===== src/hw/incspi_defines.vh =====
// Purpose: constants for the inclinometer serial command slave
// Assumes: system clock of 125 MHz (8 ns period)
// Notes:   command codes, widths and refresh timing
`ifndef INCSPI_DEFINES_VH
`define INCSPI_DEFINES_VH

`define INCSPI_CMD_MEASURE      8'h00
`define INCSPI_CMD_TEMP_RW      8'h08
`define INCSPI_CMD_STATUS_READ  8'h0A
`define INCSPI_CMD_NV_RELOAD    8'h0B
`define INCSPI_CMD_SELFTEST_CH1 8'h0E
`define INCSPI_CMD_SELFTEST_CH2 8'h0F
`define INCSPI_CMD_READ_CH1     8'h10
`define INCSPI_CMD_READ_CH2     8'h11

// bit counts sized to the 5-bit frame counters that they load
`define INCSPI_CMD_BITS         5'h08
`define INCSPI_ACC_BITS         5'h0B
`define INCSPI_TEMP_BITS        5'h08
`define INCSPI_STAT_BITS        5'h08

`define INCSPI_CLK_PERIOD_NS    8
`define INCSPI_REFRESH_US       150
// refresh period in cycles: 150 us at 8 ns per cycle
`define INCSPI_REFRESH_CYC ((`INCSPI_REFRESH_US * 1000) / `INCSPI_CLK_PERIOD_NS)

`endif


===== src/hw/incspi_slave.v =====
// Purpose: serial command slave of a dual-channel inclinometer
// Assumes: link clock, select and data arrive asynchronously and are
//          sampled by clock; link clock well below clock / 4
// Notes:   mode 0 style link: capture on rising, shift on falling edge
//
// Notes on behaviour
// - select falling starts, rising ends a transaction
// - all bits travel most significant first
// - output bits change on link clock falling
// - input bits captured on link clock rising
// - first eight input bits form the command
// - select rising clears counter and command
// - unknown command: ignore input, output high impedance
// - write data follows command without gap
// - first answer bit on falling after eighth
// - answer shifts out alongside incoming data
// - measure is 00h, temperature access is 08h
// - status read is 0Ah, reload is 0Bh
// - self-test codes 0Eh channel 1, 0Fh channel 2
// - channel reads are 10h and 11h
// - power-up in measure; measure ends self-test
// - temperature refreshed every 150 us, read harmless
// - acceleration refreshed every 150 us, frozen selected
// - acceleration answers 11 bits, temperature 8 bits
`include "incspi_defines.vh"

module incspi_slave #(
    parameter REFRESH_CYC = `INCSPI_REFRESH_CYC // refresh period in cycles
) (
    input  wire        clock,          // 125 MHz system clock
    input  wire        reset_n,        // asynchronous reset, active low
    input  wire        link_clk,       // serial clock from the host
    input  wire        select_low,     // frame select, active low
    input  wire        mosi,           // serial data in
    output reg         miso_out,       // serial data out level
    output reg         miso_oe,        // high while driving serial out
    input  wire [10:0] accel_ch1,      // converter result, channel 1
    input  wire [10:0] accel_ch2,      // converter result, channel 2
    input  wire [7:0]  temp_in,        // temperature converter result
    input  wire [7:0]  status_in,      // status word from the core
    input  wire        word_ready,     // write word sink can take data
    output wire        word_valid,     // write word available
    output wire [7:0]  word_data,      // write word (temperature access)
    output reg         selftest_ch1,   // channel 1 deflection drive
    output reg         selftest_ch2,   // channel 2 deflection drive
    output reg         nv_reload,      // one-cycle reload request
    output wire        in_frame        // transaction active
);

////////////////////////////////////////////////////////////////////////
// reset release and input synchronisers

reg [1:0] rst_sync_r;
wire      rst_n = rst_sync_r[1];

// release is synchronous so no flip-flop leaves reset on a split edge
always @(posedge clock or negedge reset_n) begin
    if (!reset_n)
        rst_sync_r <= 2'h0;
    else
        rst_sync_r <= {rst_sync_r[0], 1'b1};
end

reg [1:0] sck_s_r;
reg [1:0] sel_s_r;
reg [1:0] mosi_s_r;
reg       sck_d_r;
reg       sel_d_r;

// two flip-flops on every pin; logic reads the second stage and, for clock and select, a delayed copy of it
always @(posedge clock or negedge rst_n) begin
    if (!rst_n) begin
        sck_s_r  <= 2'h0;
        sel_s_r  <= 2'h3;
        mosi_s_r <= 2'h0;
        sck_d_r  <= 1'b0;
        sel_d_r  <= 1'b1;
    end else begin
        sck_s_r  <= {sck_s_r[0], link_clk};
        sel_s_r  <= {sel_s_r[0], select_low};
        mosi_s_r <= {mosi_s_r[0], mosi};
        sck_d_r  <= sck_s_r[1];
        sel_d_r  <= sel_s_r[1];
    end
end

wire sel_act  = ~sel_s_r[1];
wire sel_fall = sel_d_r & ~sel_s_r[1];
wire sel_rise = ~sel_d_r & sel_s_r[1];
wire sck_rise = sel_act & ~sck_d_r & sck_s_r[1];
wire sck_fall = sel_act & sck_d_r & ~sck_s_r[1];
wire mosi_b   = mosi_s_r[1];

assign in_frame = sel_act;

////////////////////////////////////////////////////////////////////////
// command decode

localparam [2:0] OP_NONE = 3'h0;
localparam [2:0] OP_ACC1 = 3'h1;
localparam [2:0] OP_ACC2 = 3'h2;
localparam [2:0] OP_TEMP = 3'h3;
localparam [2:0] OP_STAT = 3'h4;
localparam [2:0] OP_CTRL = 3'h5;
localparam [2:0] OP_BAD  = 3'h6;

// unknown codes map to OP_BAD, which locks out the rest of the frame
// maps a command code to its operation class
function [2:0] op_of;
    input [7:0] c;
    begin
        case (c)
            `INCSPI_CMD_READ_CH1:     op_of = OP_ACC1;
            `INCSPI_CMD_READ_CH2:     op_of = OP_ACC2;
            `INCSPI_CMD_TEMP_RW:      op_of = OP_TEMP;
            `INCSPI_CMD_STATUS_READ:  op_of = OP_STAT;
            `INCSPI_CMD_MEASURE,
            `INCSPI_CMD_NV_RELOAD,
            `INCSPI_CMD_SELFTEST_CH1,
            `INCSPI_CMD_SELFTEST_CH2: op_of = OP_CTRL;
            default:                  op_of = OP_BAD;
        endcase
    end
endfunction

////////////////////////////////////////////////////////////////////////
// refreshed data registers

reg [10:0] acc1_r;
reg [10:0] acc2_r;
reg [7:0]  temp_r;
reg [17:0] refresh_cnt_r;

// last count of the refresh period, sized to the counter
localparam [17:0] REFRESH_LAST = REFRESH_CYC - 1;

// loads freeze while selected so a read sees a stable word
always @(posedge clock or negedge rst_n) begin
    if (!rst_n) begin
        refresh_cnt_r <= 18'h0;
        acc1_r        <= 11'h400;
        acc2_r        <= 11'h400;
        temp_r        <= 8'h00;
    end else if (!sel_act) begin
        if (refresh_cnt_r >= REFRESH_LAST) begin
            refresh_cnt_r <= 18'h0;
            acc1_r        <= accel_ch1;
            acc2_r        <= accel_ch2;
            temp_r        <= temp_in;
        end else begin
            refresh_cnt_r <= refresh_cnt_r + 18'h1;
        end
    end
end

////////////////////////////////////////////////////////////////////////
// serial engine

reg [4:0]  bit_cnt_r;
reg [7:0]  cmd_r;
reg [2:0]  op_r;
reg [10:0] tx_r;
reg [4:0]  tx_left_r;
reg [7:0]  wr_r;

// the answer is loaded on the eighth rising edge so that the very next
// falling edge already has its first bit; a later load would miss it
wire [7:0] cmd_full = {cmd_r[6:0], mosi_b};

// frame framing, capture and shift; select rising or falling clears counter, command, operation and answer count
always @(posedge clock or negedge rst_n) begin
    if (!rst_n) begin
        bit_cnt_r    <= 5'h0;
        cmd_r        <= 8'h00;
        op_r         <= OP_NONE;
        tx_r         <= 11'h000;
        tx_left_r    <= 5'h0;
        wr_r         <= 8'h00;
        miso_out     <= 1'b0;
        miso_oe      <= 1'b0;
        selftest_ch1 <= 1'b0;
        selftest_ch2 <= 1'b0;
        nv_reload    <= 1'b0;
    end else begin
        nv_reload <= 1'b0;
        if (sel_rise || sel_fall) begin
            bit_cnt_r <= 5'h0;
            cmd_r     <= 8'h00;
            op_r      <= OP_NONE;
            tx_left_r <= 5'h0;
            miso_oe   <= 1'b0;
        end else if (!sel_act) begin
            miso_oe   <= 1'b0;
        end else if (sck_rise && op_r != OP_BAD) begin
            if (bit_cnt_r < `INCSPI_CMD_BITS) begin
                cmd_r     <= cmd_full;
                bit_cnt_r <= bit_cnt_r + 5'h1;
                if (bit_cnt_r == `INCSPI_CMD_BITS - 5'h01) begin
                    op_r <= op_of(cmd_full);
                    case (op_of(cmd_full))
                        OP_ACC1: begin
                            tx_r      <= acc1_r;
                            tx_left_r <= `INCSPI_ACC_BITS;
                        end
                        OP_ACC2: begin
                            tx_r      <= acc2_r;
                            tx_left_r <= `INCSPI_ACC_BITS;
                        end
                        OP_TEMP: begin
                            tx_r      <= {temp_r, 3'h0};
                            tx_left_r <= `INCSPI_TEMP_BITS;
                        end
                        OP_STAT: begin
                            tx_r      <= {status_in, 3'h0};
                            tx_left_r <= `INCSPI_STAT_BITS;
                        end
                        default: tx_left_r <= 5'h0;
                    endcase
                    case (cmd_full)
                        `INCSPI_CMD_MEASURE: begin
                            selftest_ch1 <= 1'b0;
                            selftest_ch2 <= 1'b0;
                        end
                        `INCSPI_CMD_SELFTEST_CH1:
                            selftest_ch1 <= 1'b1;
                        `INCSPI_CMD_SELFTEST_CH2:
                            selftest_ch2 <= 1'b1;
                        `INCSPI_CMD_NV_RELOAD:
                            nv_reload <= 1'b1;
                        default: nv_reload <= 1'b0;
                    endcase
                end
            end else if (op_r == OP_TEMP &&
                         bit_cnt_r < `INCSPI_CMD_BITS
                                     + `INCSPI_TEMP_BITS) begin
                // write word captured with no gap after the command
                wr_r      <= {wr_r[6:0], mosi_b};
                bit_cnt_r <= bit_cnt_r + 5'h1;
            end
        end else if (sck_fall) begin
            if (tx_left_r != 5'h0) begin
                miso_out  <= tx_r[10];
                tx_r      <= {tx_r[9:0], 1'b0};
                tx_left_r <= tx_left_r - 5'h1;
                miso_oe   <= 1'b1;
            end else begin
                miso_oe   <= 1'b0;
            end
        end
    end
end

////////////////////////////////////////////////////////////////////////
// two-entry buffer for received write words

reg [7:0] buf_r [0:1];
reg       wp_r;
reg       rp_r;
reg [1:0] cnt_r;
reg       wr_done_r;

// the serial side cannot be stalled, so its ready is the free-slot test
// can_push; the sink side pops on word_valid with word_ready
wire push = (op_r == OP_TEMP) && sel_act && !wr_done_r
            && bit_cnt_r == `INCSPI_CMD_BITS + `INCSPI_TEMP_BITS;
wire can_push = cnt_r != 2'h2;
wire pop      = word_valid && word_ready;

assign word_valid = cnt_r != 2'h0;
assign word_data  = buf_r[rp_r];

// a full buffer drops the word rather than stall the host's clock
always @(posedge clock or negedge rst_n) begin
    if (!rst_n) begin
        buf_r[0]  <= 8'h00;
        buf_r[1]  <= 8'h00;
        wp_r      <= 1'b0;
        rp_r      <= 1'b0;
        cnt_r     <= 2'h0;
        wr_done_r <= 1'b0;
    end else begin
        if (!sel_act)
            wr_done_r <= 1'b0;
        else if (push)
            wr_done_r <= 1'b1;
        if (push && can_push) begin
            buf_r[wp_r] <= wr_r;
            wp_r        <= ~wp_r;
        end
        if (pop)
            rp_r <= ~rp_r;
        cnt_r <= cnt_r + {1'b0, push && can_push} - {1'b0, pop};
    end
end

endmodule


===== config.mk =====
export PLATFORM = sky130hd
export DESIGN_NAME = incspi_slave
export DESIGN_NICKNAME = d
export VERILOG_FILES = /design/src/hw/incspi_slave.v
export VERILOG_INCLUDE_DIRS = /design/src /design/src/hw
export SDC_FILE = /design/constraint.sdc
export NUM_CORES = 1
export LEC_CHECK = 0
export BUFFER_PORTS_ARGS = -buffer_cell sky130_fd_sc_hd__buf_2
export CORE_ASPECT_RATIO = 0.9
export CORE_UTILIZATION = 31
export DETAILED_ROUTE_END_ITERATION = 7
export SLEW_MARGIN = 15
export SYNTH_ARGS = -nofsm -noshare
export SYNTH_HDL_FRONTEND = slang
export SYNTH_SLANG_ARGS = --single-unit

===== constraint.sdc =====
create_clock -name clock -period 4.76 [get_ports clock]
set_clock_uncertainty 0.2 [all_clocks]
set_input_delay 1.428 -clock clock [delete_from_list [all_inputs] [get_ports clock]]
set_output_delay 1.428 -clock clock [all_outputs]
set_load 0.01 [all_outputs]

; ---- Yosys cells after proc, flatten, opt, wreduce, memory -nomap -nowiden
; Memories as Yosys holds them, arrays and structs flattened.
; Cells that the tools add are included.
[totals]
memories = 2
input_bits = 44
wordCells = 172
output_inout_bits = 15
register_bits = 123
romBits = 192
[classes]
bitwise_logic = 17
n_eq_ne = 19
n_reduce_logical = 39
n_mux = 57
order_cmp = 6
n_addsub = 5
[memory_table]
columns = name, depth, width, read_ports, rd_clocked_by_memory_dff, wr, line
row1 = (no name shown), 32, 3, 1, 0, 0, incspi_slave.v:112  ; case (c)
row2 = (no name shown), 32, 3, 1, 0, 0, incspi_slave.v:112
[op_table]
columns = operator, count
row1 = $mux W5, 12
row2 = $mux W11, 5
row3 = $pmux W11 S4, 1
row4 = $mux W3, 12
row5 = $mux W8, 4
row6 = $mux W7, 4
row7 = $eq A8 B4 Y1 const B, 3
row8 = $add A18 B1 Y18 const B, 1
row9 = $ge A18 B15 Y1 const B, 1
row10 = $mux W18, 1
row11 = $reduce_bool A2 Y1, 9
row12 = $bwmux W16, 1
row13 = $reduce_and A5 Y1, 3
row14 = $mux W1, 13
row15 = $reduce_and A6 Y1, 2
row16 = $reduce_bool A3 Y1, 4
row17 = $eq A3 B2 Y1 const B, 3
row18 = $not A1 Y1, 9
row19 = $demux W8 S1, 1
row20 = $logic_and A1 B1 Y1, 8
row21 = $logic_not A8 Y1, 1
row22 = $pmux W4 S2, 1
row23 = $reduce_and A7 Y1, 1
row24 = $and A1 B1 Y1, 6
row25 = 27 further kinds, 37

; ---- Longest topological paths before layout
; Gate-level depths: netlist of run 1.
[logic_depth]
ltp_word = 15
depth_mapped = 11
depth_no_buf = 10

; ---- Least setup slack after synthesis of run 1
; OpenSTA, ideal clock, no wires.
[synth_timing]
kind = register to register
from = register cmd_r[0]
to = register tx_r[1]
t_arrival_ns = 2.333
n_path_buf = 2
synth_period_minus_slack_ns = 2.658
setup_ns = 0.125
required_time_ns = 4.435
setup_slack_ns = 2.102
stages_incl_launch_ff = 11
path_cell_list = dfrtp_1 -> buf_2 -> inv_1 -> ha_1 -> clkbuf_1 -> or3b_1 -> a21oi_1 -> o21ai_0 -> a221oi_1 -> a21oi_1 -> mux2_2
[synth_between]
elab_chain_len = 12
elab_cells_between_ends = 17
cone_classes = eq/ne: 5 / mux: 10 / reduce/logical: 1 / memory: 1
[synth_lines]
columns = item, line
row1 = "start, declared", incspi_slave.v:160  ; reg [7:0] cmd_r;
row2 = "start signal, assigned", incspi_slave.v:196  ; cmd_r <= cmd_full;
row3 = $mem_v2 Z32 W3 (*), --
row4 = $mux W3 (*), incspi_slave.v:112
row5 = $mux W3 (*), incspi_slave.v:198  ; if (bit_cnt_r == `INCSPI_CMD_BITS - 5'h01) begin
row6 = $mux W3 (*), incspi_slave.v:195  ; if (bit_cnt_r < `INCSPI_CMD_BITS) begin
row7 = $mux W3 (*), incspi_slave.v:194  ; end else if (sck_rise && op_r != OP_BAD) begin
row8 = $mux W3 (*), incspi_slave.v:192  ; end else if (!sel_act) begin
row9 = $mux W3 (*), incspi_slave.v:186  ; if (sel_rise || sel_fall) begin
row10 = $eq A3 B3 Y1 (tied with other cells), incspi_slave.v:200  ; case (op_of(cmd_full))
row11 = $pmux W11 S4, incspi_slave.v:200
row12 = $mux W11, incspi_slave.v:198
row13 = $mux W11, incspi_slave.v:195
row14 = $mux W11, incspi_slave.v:194
row15 = "end signal, assigned", incspi_slave.v:202  ; tx_r <= acc1_r;
row16 = "end signal, assigned", incspi_slave.v:206  ; tx_r <= acc2_r;
row17 = "end signal, assigned", incspi_slave.v:210  ; tx_r <= {temp_r, 3'h0};
row18 = "end, declared", incspi_slave.v:162  ; reg [10:0] tx_r;
; Every way passes the cells marked *; elsewhere a longest branch is shown, timed or not. The select of a mux whose other input is x is not followed.
; A chain may end at the register's enable or synchronous reset.

; ---- Worst setup path in the final report of run 1
[layout_timing]
from = register sel_s_r[1]
to = register tx_r[4]
[layout_between]
elab_chain_len = 6
elab_cells_between_ends = 17
cone_classes = eq/ne: 3 / mux: 1 / bitwise: 8 / reduce/logical: 5
[layout_lines]
columns = item, line
row1 = "start, declared", incspi_slave.v:65  ; reg [1:0] sel_s_r;
row2 = "start signal, assigned", incspi_slave.v:80  ; sel_s_r <= {sel_s_r[0], select_low};
row3 = $not A1 Y1 (no line), --
row4 = $and A1 B1 Y1 (2 in series), incspi_slave.v:90  ; wire sck_rise = sel_act & ~sck_d_r & sck_s_r[1];
row5 = $logic_and A1 B1 Y1, incspi_slave.v:194
row6 = $ne A5 B1 Y1 (no line) (tied with other cells), --
row7 = $reduce_and A7 Y1 (no line), --
; Parallel ways exist; a longest one is shown, timed or not.

==> results.cfg, run 1 <==
[drt]
vias_per_cell = 4.98
ant_nets = 0
vias = 4161
wl_met3_um = 515
drtPass1Iterations = 5
drc = 0
drt_wl_total_um = 12400
drt_iter0_drc = 217
wl_per_cell_um = 14.8
wl_met1_um = 6240
met2_length_um = 5470
routed.top_layer = met4

[cts]
clkSinkCount = 123
clkLatencyLatePin_ps = 410
postCtsHoldBufs = 0
cts_tree = built
cts_resized = 0
postCtsSetupBuffers = 0
cts.clk_slew.worst_paths_ps = 60
cts_max_path_buffers = 2
cts_buffers = 17
cts_root_buf = clkbuf_16
htree_levels = 4

[critical_path]
crit_fanout = 24
timing.critical_path.mode_cell = nor2_1
cp.required_ps = 4880
cp-start-kind = flip-flop
crit_type = flip-flop to flip-flop
critPathCaptureType = flip-flop
path_delay_family = compound AO/OA/AOI/OAI gates
cp.buffers_inverters = 2
max_stage_delay_ps = 670
slowest_stage = dfstp_2
crit_chain = inv_1 > ha_1 > nor2_1 > nand4_1 > o22ai_1 > buf_4 > nor2_1 > a31oi_1
worstPathArrival_ps = 3420

[pwr]
leakagePower_nw = 3.22
power_frac_clock_pct = 44.4
p_sw_share_pct = 26.6
seq_power_share_pct = 43.0
internal-power_mw = 2.16
power-per-cell-area_nw_per_um2 = 418
ir_drop_uv = 253
comb_power_share_pct = 12.5
p_sw_mw = 0.782

[place]
dpl.hpwl_um = 8550
place.gp.congestion = 0.801
pre_cts_ws_ps = 1490
portBuffers = 58
placed_cell_area_um2 = 6430

[timing]
rsz0062_at_grt = no
slew_headroom_pct = 46.9
slew_violations = 0
fmax_mhz = 303
period_minus_slack_ps = 3310
tightest_slew_ps = 790
period_share_pct = 69.4
final.setup.worst_slack_ps = 1450
setup_violations = 0
fin_setup_tns_ps = 0
whs_ps = 147
finalHoldViolations = 0

[cells_and_area]
layout.nets = 636
final_area_um2 = 7040
area_delta_synth_final_pct = 18.3
layout_commonest_cell = dfrtp_1
fillerInstances = 1848
final_cell_mix = 117 x dfrtp_1, 58 x buf_2, 42 x nand2_1
layout-drive-gt1-share_pct = 29.8
final_util_pct = 37.9
antenna_cells = 0

[grt]
grt_max_degree = 64
antenna_found_initial = 0
grt_pass1_vias = 4039
grt_usage_pct = 13.5
grt-ovfl-total = 0
grt_pass1_wl_um = 20900

[floorplan]
row_count = 47
die_area_um2 = 19800
start_util_pct = 32.0
fp.coreArea_um2 = 18600
io_pins = 59
die_h_um = 133
die_w_um = 148

[synthesis]
synth.area.top_cells = dfrtp_1 50%, mux2_2 7.2%, mux2_4 6.6%, ha_1 2.9%, nand2_1 2.6%
syn_nets = 578
synth_edf_count = 0
netlist_instances = 520
yosys.area.top_type = dfrtp_1
netlist_area_um2 = 5950
ys_warn_count = 0
synth_cell_types = 65
synth.top_cell.area_share_pct = 49.6
ys_seq_area_share_pct = 51.8
ys_ff_latch = 123
synth.avg_cell_area_um2 = 11.4
async_flop_share_pct = 100
ys.flop_type = dfrtp_1

[flow_run]
cap_violations = 0

[run_status]
status = finished, final reports clean

[worst_hold_path]
hp-class = flip-flop to flip-flop
worst paths after layout:
| kind | cells past startpoint | slack, ps | end | from |
|---|---|---|---|---|
| hold / removal | 0 | 150 | rst_sync_r[1] | rst_sync_r[0] |
| max in group asynchronous | 1 | 3550 | selftest_ch1 | rst_sync_r[1] |
| hold reg to reg | 0 | 150 | rst_sync_r[1] | rst_sync_r[0] |
| min in group asynchronous | 1 | 260 | refresh_cnt_r[13] | rst_sync_r[1] |
| setup reg to reg | 8 | 1450 | tx_r[4] | sel_s_r[1] |
| setup / recovery | 8 | 1450 | tx_r[4] | sel_s_r[1] |
Yosys cell counts (3+ instances only):
library cell / number
a21o_1: 5
a21oi_1: 12
a222oi_1: 4
a22oi_1: 4
a31oi_1: 13
buf_2: 3
clkbuf_1: 14
dfrtp_1: 118
dfstp_2: 5
ha_1: 14
inv_1: 22
mux2_2: 38
mux2_4: 26
nand2_1: 42
nand2b_1: 7
nand3_1: 14
nand3b_1: 6
nand4_1: 9
nor2_1: 36
nor3_1: 8
nor4_1: 4
o211ai_1: 9
o21ai_0: 27
o22ai_1: 5
o31ai_1: 3
or2_2: 5
or3_1: 3
or4_1: 3
xnor2_1: 4
xor2_1: 15
stage by stage:
| stage | power [mW] | std cells |
|---|---|---|
| floorplan | 1.53 | 520 |
| global placement | 1.63 | 804 |
| detailed placement | 1.65 | 804 |
| CTS | 2.97 | 836 |
| global route | 3.09 | 836 |
| finish | 2.94 | 836 |
flip-flops by register name, indices dropped and copies added (netlist names), 3 cells and up:
signal / count
buf_r: 16
refresh_cnt_r: 18
wr_r: 8
op_r: 3
tx_left_r: 5
cmd_r: 7
acc2_r: 11
tx_r: 11
acc1_r: 11
bit_cnt_r: 5
temp_r: 8
kinds of logic (layout without fill, tap and decap cells):
family	after synthesis	count (layout)	share of synthesized area (%)
multiplexers	64	64	13.7
AO/OA/AOI/OAI	100	100	11.2
adder cells (fa/ha/maj)	14	14	2.94
buffers and inverters	44	115	3.83
flip-flops	123	123	51.8
other	1	1	0.0630
AND/OR/NAND/NOR	155	155	13.6
XOR/XNOR	19	19	2.80
final cells by class:
type | instances | area (um2) | area share (%)
multi-input combinational | 353 | 2640 | 37.5
timing repair buffer | 61 | 313 | 4.44
sequential | 123 | 3090 | 43.9
clock inverter | 9 | 111 | 1.58
clock buffer | 23 | 498 | 7.07
inverter | 22 | 82.6 | 1.17
tap | 245 | 307 | 4.35
routing by layer:
layer / track usage [%] / vias to the layer above
li1: - / 1987
met5: 0 / -
met2: 19.1 / 93
met1: 19.3 / 2068
met3: 4.45 / 13
met4: 4.41 / 0
power by group through the flow:
stage          logic, mW  clock network (mW)  registers (mW)
2_1_floorplan      0.283                   0            1.25
3_3_place_gp       0.354                   0            1.28
3_5_place_dp       0.372                   0            1.28
4_1_cts            0.374                1.33            1.27
5_1_grt            0.423                1.38            1.28
6_report           0.369                1.31            1.27
(Power assumes the default switching activity.)
==> run 2: changes to the inputs <==
- clock period: 4.76 -> 2.7 ns (I/O delays scaled with it)
==> run 2 against run 1 <==
  * Count of clock-buffer cells in the layout decreased by 5
  * First-iteration DRC count increased by 31%
  * Combinational power increased by 86%
  * Worst setup slack got worse by 1300 ps
  * Register-to-register slack got worse by 1300 ps
  * Non-clock buffer count increased by 21
  * Total power increased by 75%
  * Largest power group unchanged
==> results.cfg, run 2 (synthesized netlist as in run 1, its figures left out) <==
[run_status]
status = finished, final reports clean

[cells_and_area]
largest_reg_flops = 18
final_cell_mix = 117 x dfrtp_1, 58 x buf_2, 42 x nand2_1
seqCellArea_um2 = 3090
finalNonFillerCells = 857
area_delta_synth_final_pct = 21.0
largestRegisters = refresh_cnt_r: 18 flops, buf_r: 16 flops
layout_commonest_cell = dfrtp_1
fillerInstances = 1852
antenna_cells = 0
layout-drive-gt1-share_pct = 32.2
multiInputGateArea_um2 = 2640
layout.nets = 657
top_register = refresh_cnt_r

[drt]
drt_iter0_drc = 284
routed.top_layer = met4
vias = 4189
vias_per_cell = 4.89
met2_length_um = 5550
drc = 0
wl_met3_um = 576
drtPass1Iterations = 4
wl_per_cell_um = 14.6
wl_met1_um = 6180
ant_nets = 0
drt_wl_total_um = 12500

[floorplan]
die_area_um2 = 19800
start_util_pct = 32.0
die_h_um = 133
io_pins = 59
row_count = 47
die_w_um = 148
fp.coreArea_um2 = 18600

[grt]
grt_max_degree = 56
grt-ovfl-total = 0
grt_pass1_wl_um = 21500
grt_pass1_vias = 4376
antenna_found_initial = 0
grt_usage_pct = 13.9

[cts]
postCtsSetupBuffers = 0
htree_levels = 4
cts_resized = 0
cts_buffers = 17
cts_max_path_buffers = 2
cts.clk_slew.worst_paths_ps = 50
cts_tree = built
clkSinkCount = 123
cts_root_buf = clkbuf_16
clkLatencyLatePin_ps = 420

[critical_path]
crit_fanout = 9
rrSetupSlack_ps = 180
cp-start-kind = flip-flop
crit_chain = mux2_2 > buf_2
reg2reg_from = sel_s_r[1]
max_stage_delay_ps = 600
path_delay_family = flip-flops
crit_type = flip-flop to primary output
cp.required_ps = 1690
cp.buffers_inverters = 1
worstPathArrival_ps = 1550
slowest_stage = dfrtp_1
critPathCaptureType = primary output
crit_path_start = rp_r

[place]
dpl.hpwl_um = 8930
place.gp.congestion = 0.796
portBuffers = 58
pre_cts_ws_ps = 204
dp_cells = 824

[timing]
rsz0062_at_grt = no
period_minus_slack_ps = 2560
period_share_pct = 94.8
finalHoldViolations = 0
tightest_slew_ps = 618
slew_headroom_pct = 58.4
fmax_mhz = 391
fin_setup_tns_ps = 0
slew_violations = 0
setup_violations = 0
final.setup.worst_slack_ps = 141

[pwr]
p_total_mw = 5.14
ir_drop_uv = 434
power-per-cell-area_nw_per_um2 = 713
leakagePower_nw = 3.33

[flow_run]
cap_violations = 0

[worst_hold_path]
hp-class = flip-flop to async pin
run 2: changes by cell type in the layout (fill, tap and decap cells not counted), sizes merged:
cell	delta
buf	+20
dlygate4sd3	+1
clkbuf	-5
inv	+1
clkinv	+4
run 2: through the flow:
stage | util (%) | hold WS [ps] | instance area (um2)
finish | 38.8 | 92.3 | 7200
global route | 38.8 | 145 | 7200
CTS | 38.8 | 114 | 7200
detailed placement | 35.5 | 105 | 6610
global placement | 35.5 | 93.1 | 6610
floorplan | - | 131 | 5950
run 2: path summary, 6_finish.rpt:
| check | endpoint | cells after the start |
|---|---|---|
| max in group asynchronous | acc2_r[10] | 1 |
| setup / recovery | word_data[0] | 2 |
| hold reg to reg | refresh_cnt_r[11] | 0 |
| min in group clock | sck_s_r[1] | 0 |
| hold / removal | refresh_cnt_r[11] | 0 |
| setup reg to reg | tx_r[6] | 8 |
run 2: repair_timing:
| item | 4_1_cts | 5_1_grt |
|---|---|---|
| endpoints found under the hold margin | 2 | 0 |
| setup endpoints to repair | 0 | 0 |
| hold buffers | 1 | 0 |
run 2: cell type report:
class,instances,share of cell area [%]
clock buffer,18,6.10
timing repair buffer,82,6.91
tap,245,4.26
inverter,22,1.15
clock inverter,14,2.05
multi-input combinational,353,36.7
sequential,123,42.9
run 2: report_power, final:
part | total [mW] | switching, mW | internal, mW
logic | 0.688 | 0.369 | 0.319
clock network | 2.23 | 0.845 | 1.38
registers | 2.22 | 0.191 | 2.03
run 2: layer usage:
metal / track usage, % / vias up
li1: - / 2039
met4: 6.64 / 0
met3: 3.36 / 17
met1: 18.7 / 2045
met5: 0 / -
met2: 20.8 / 88
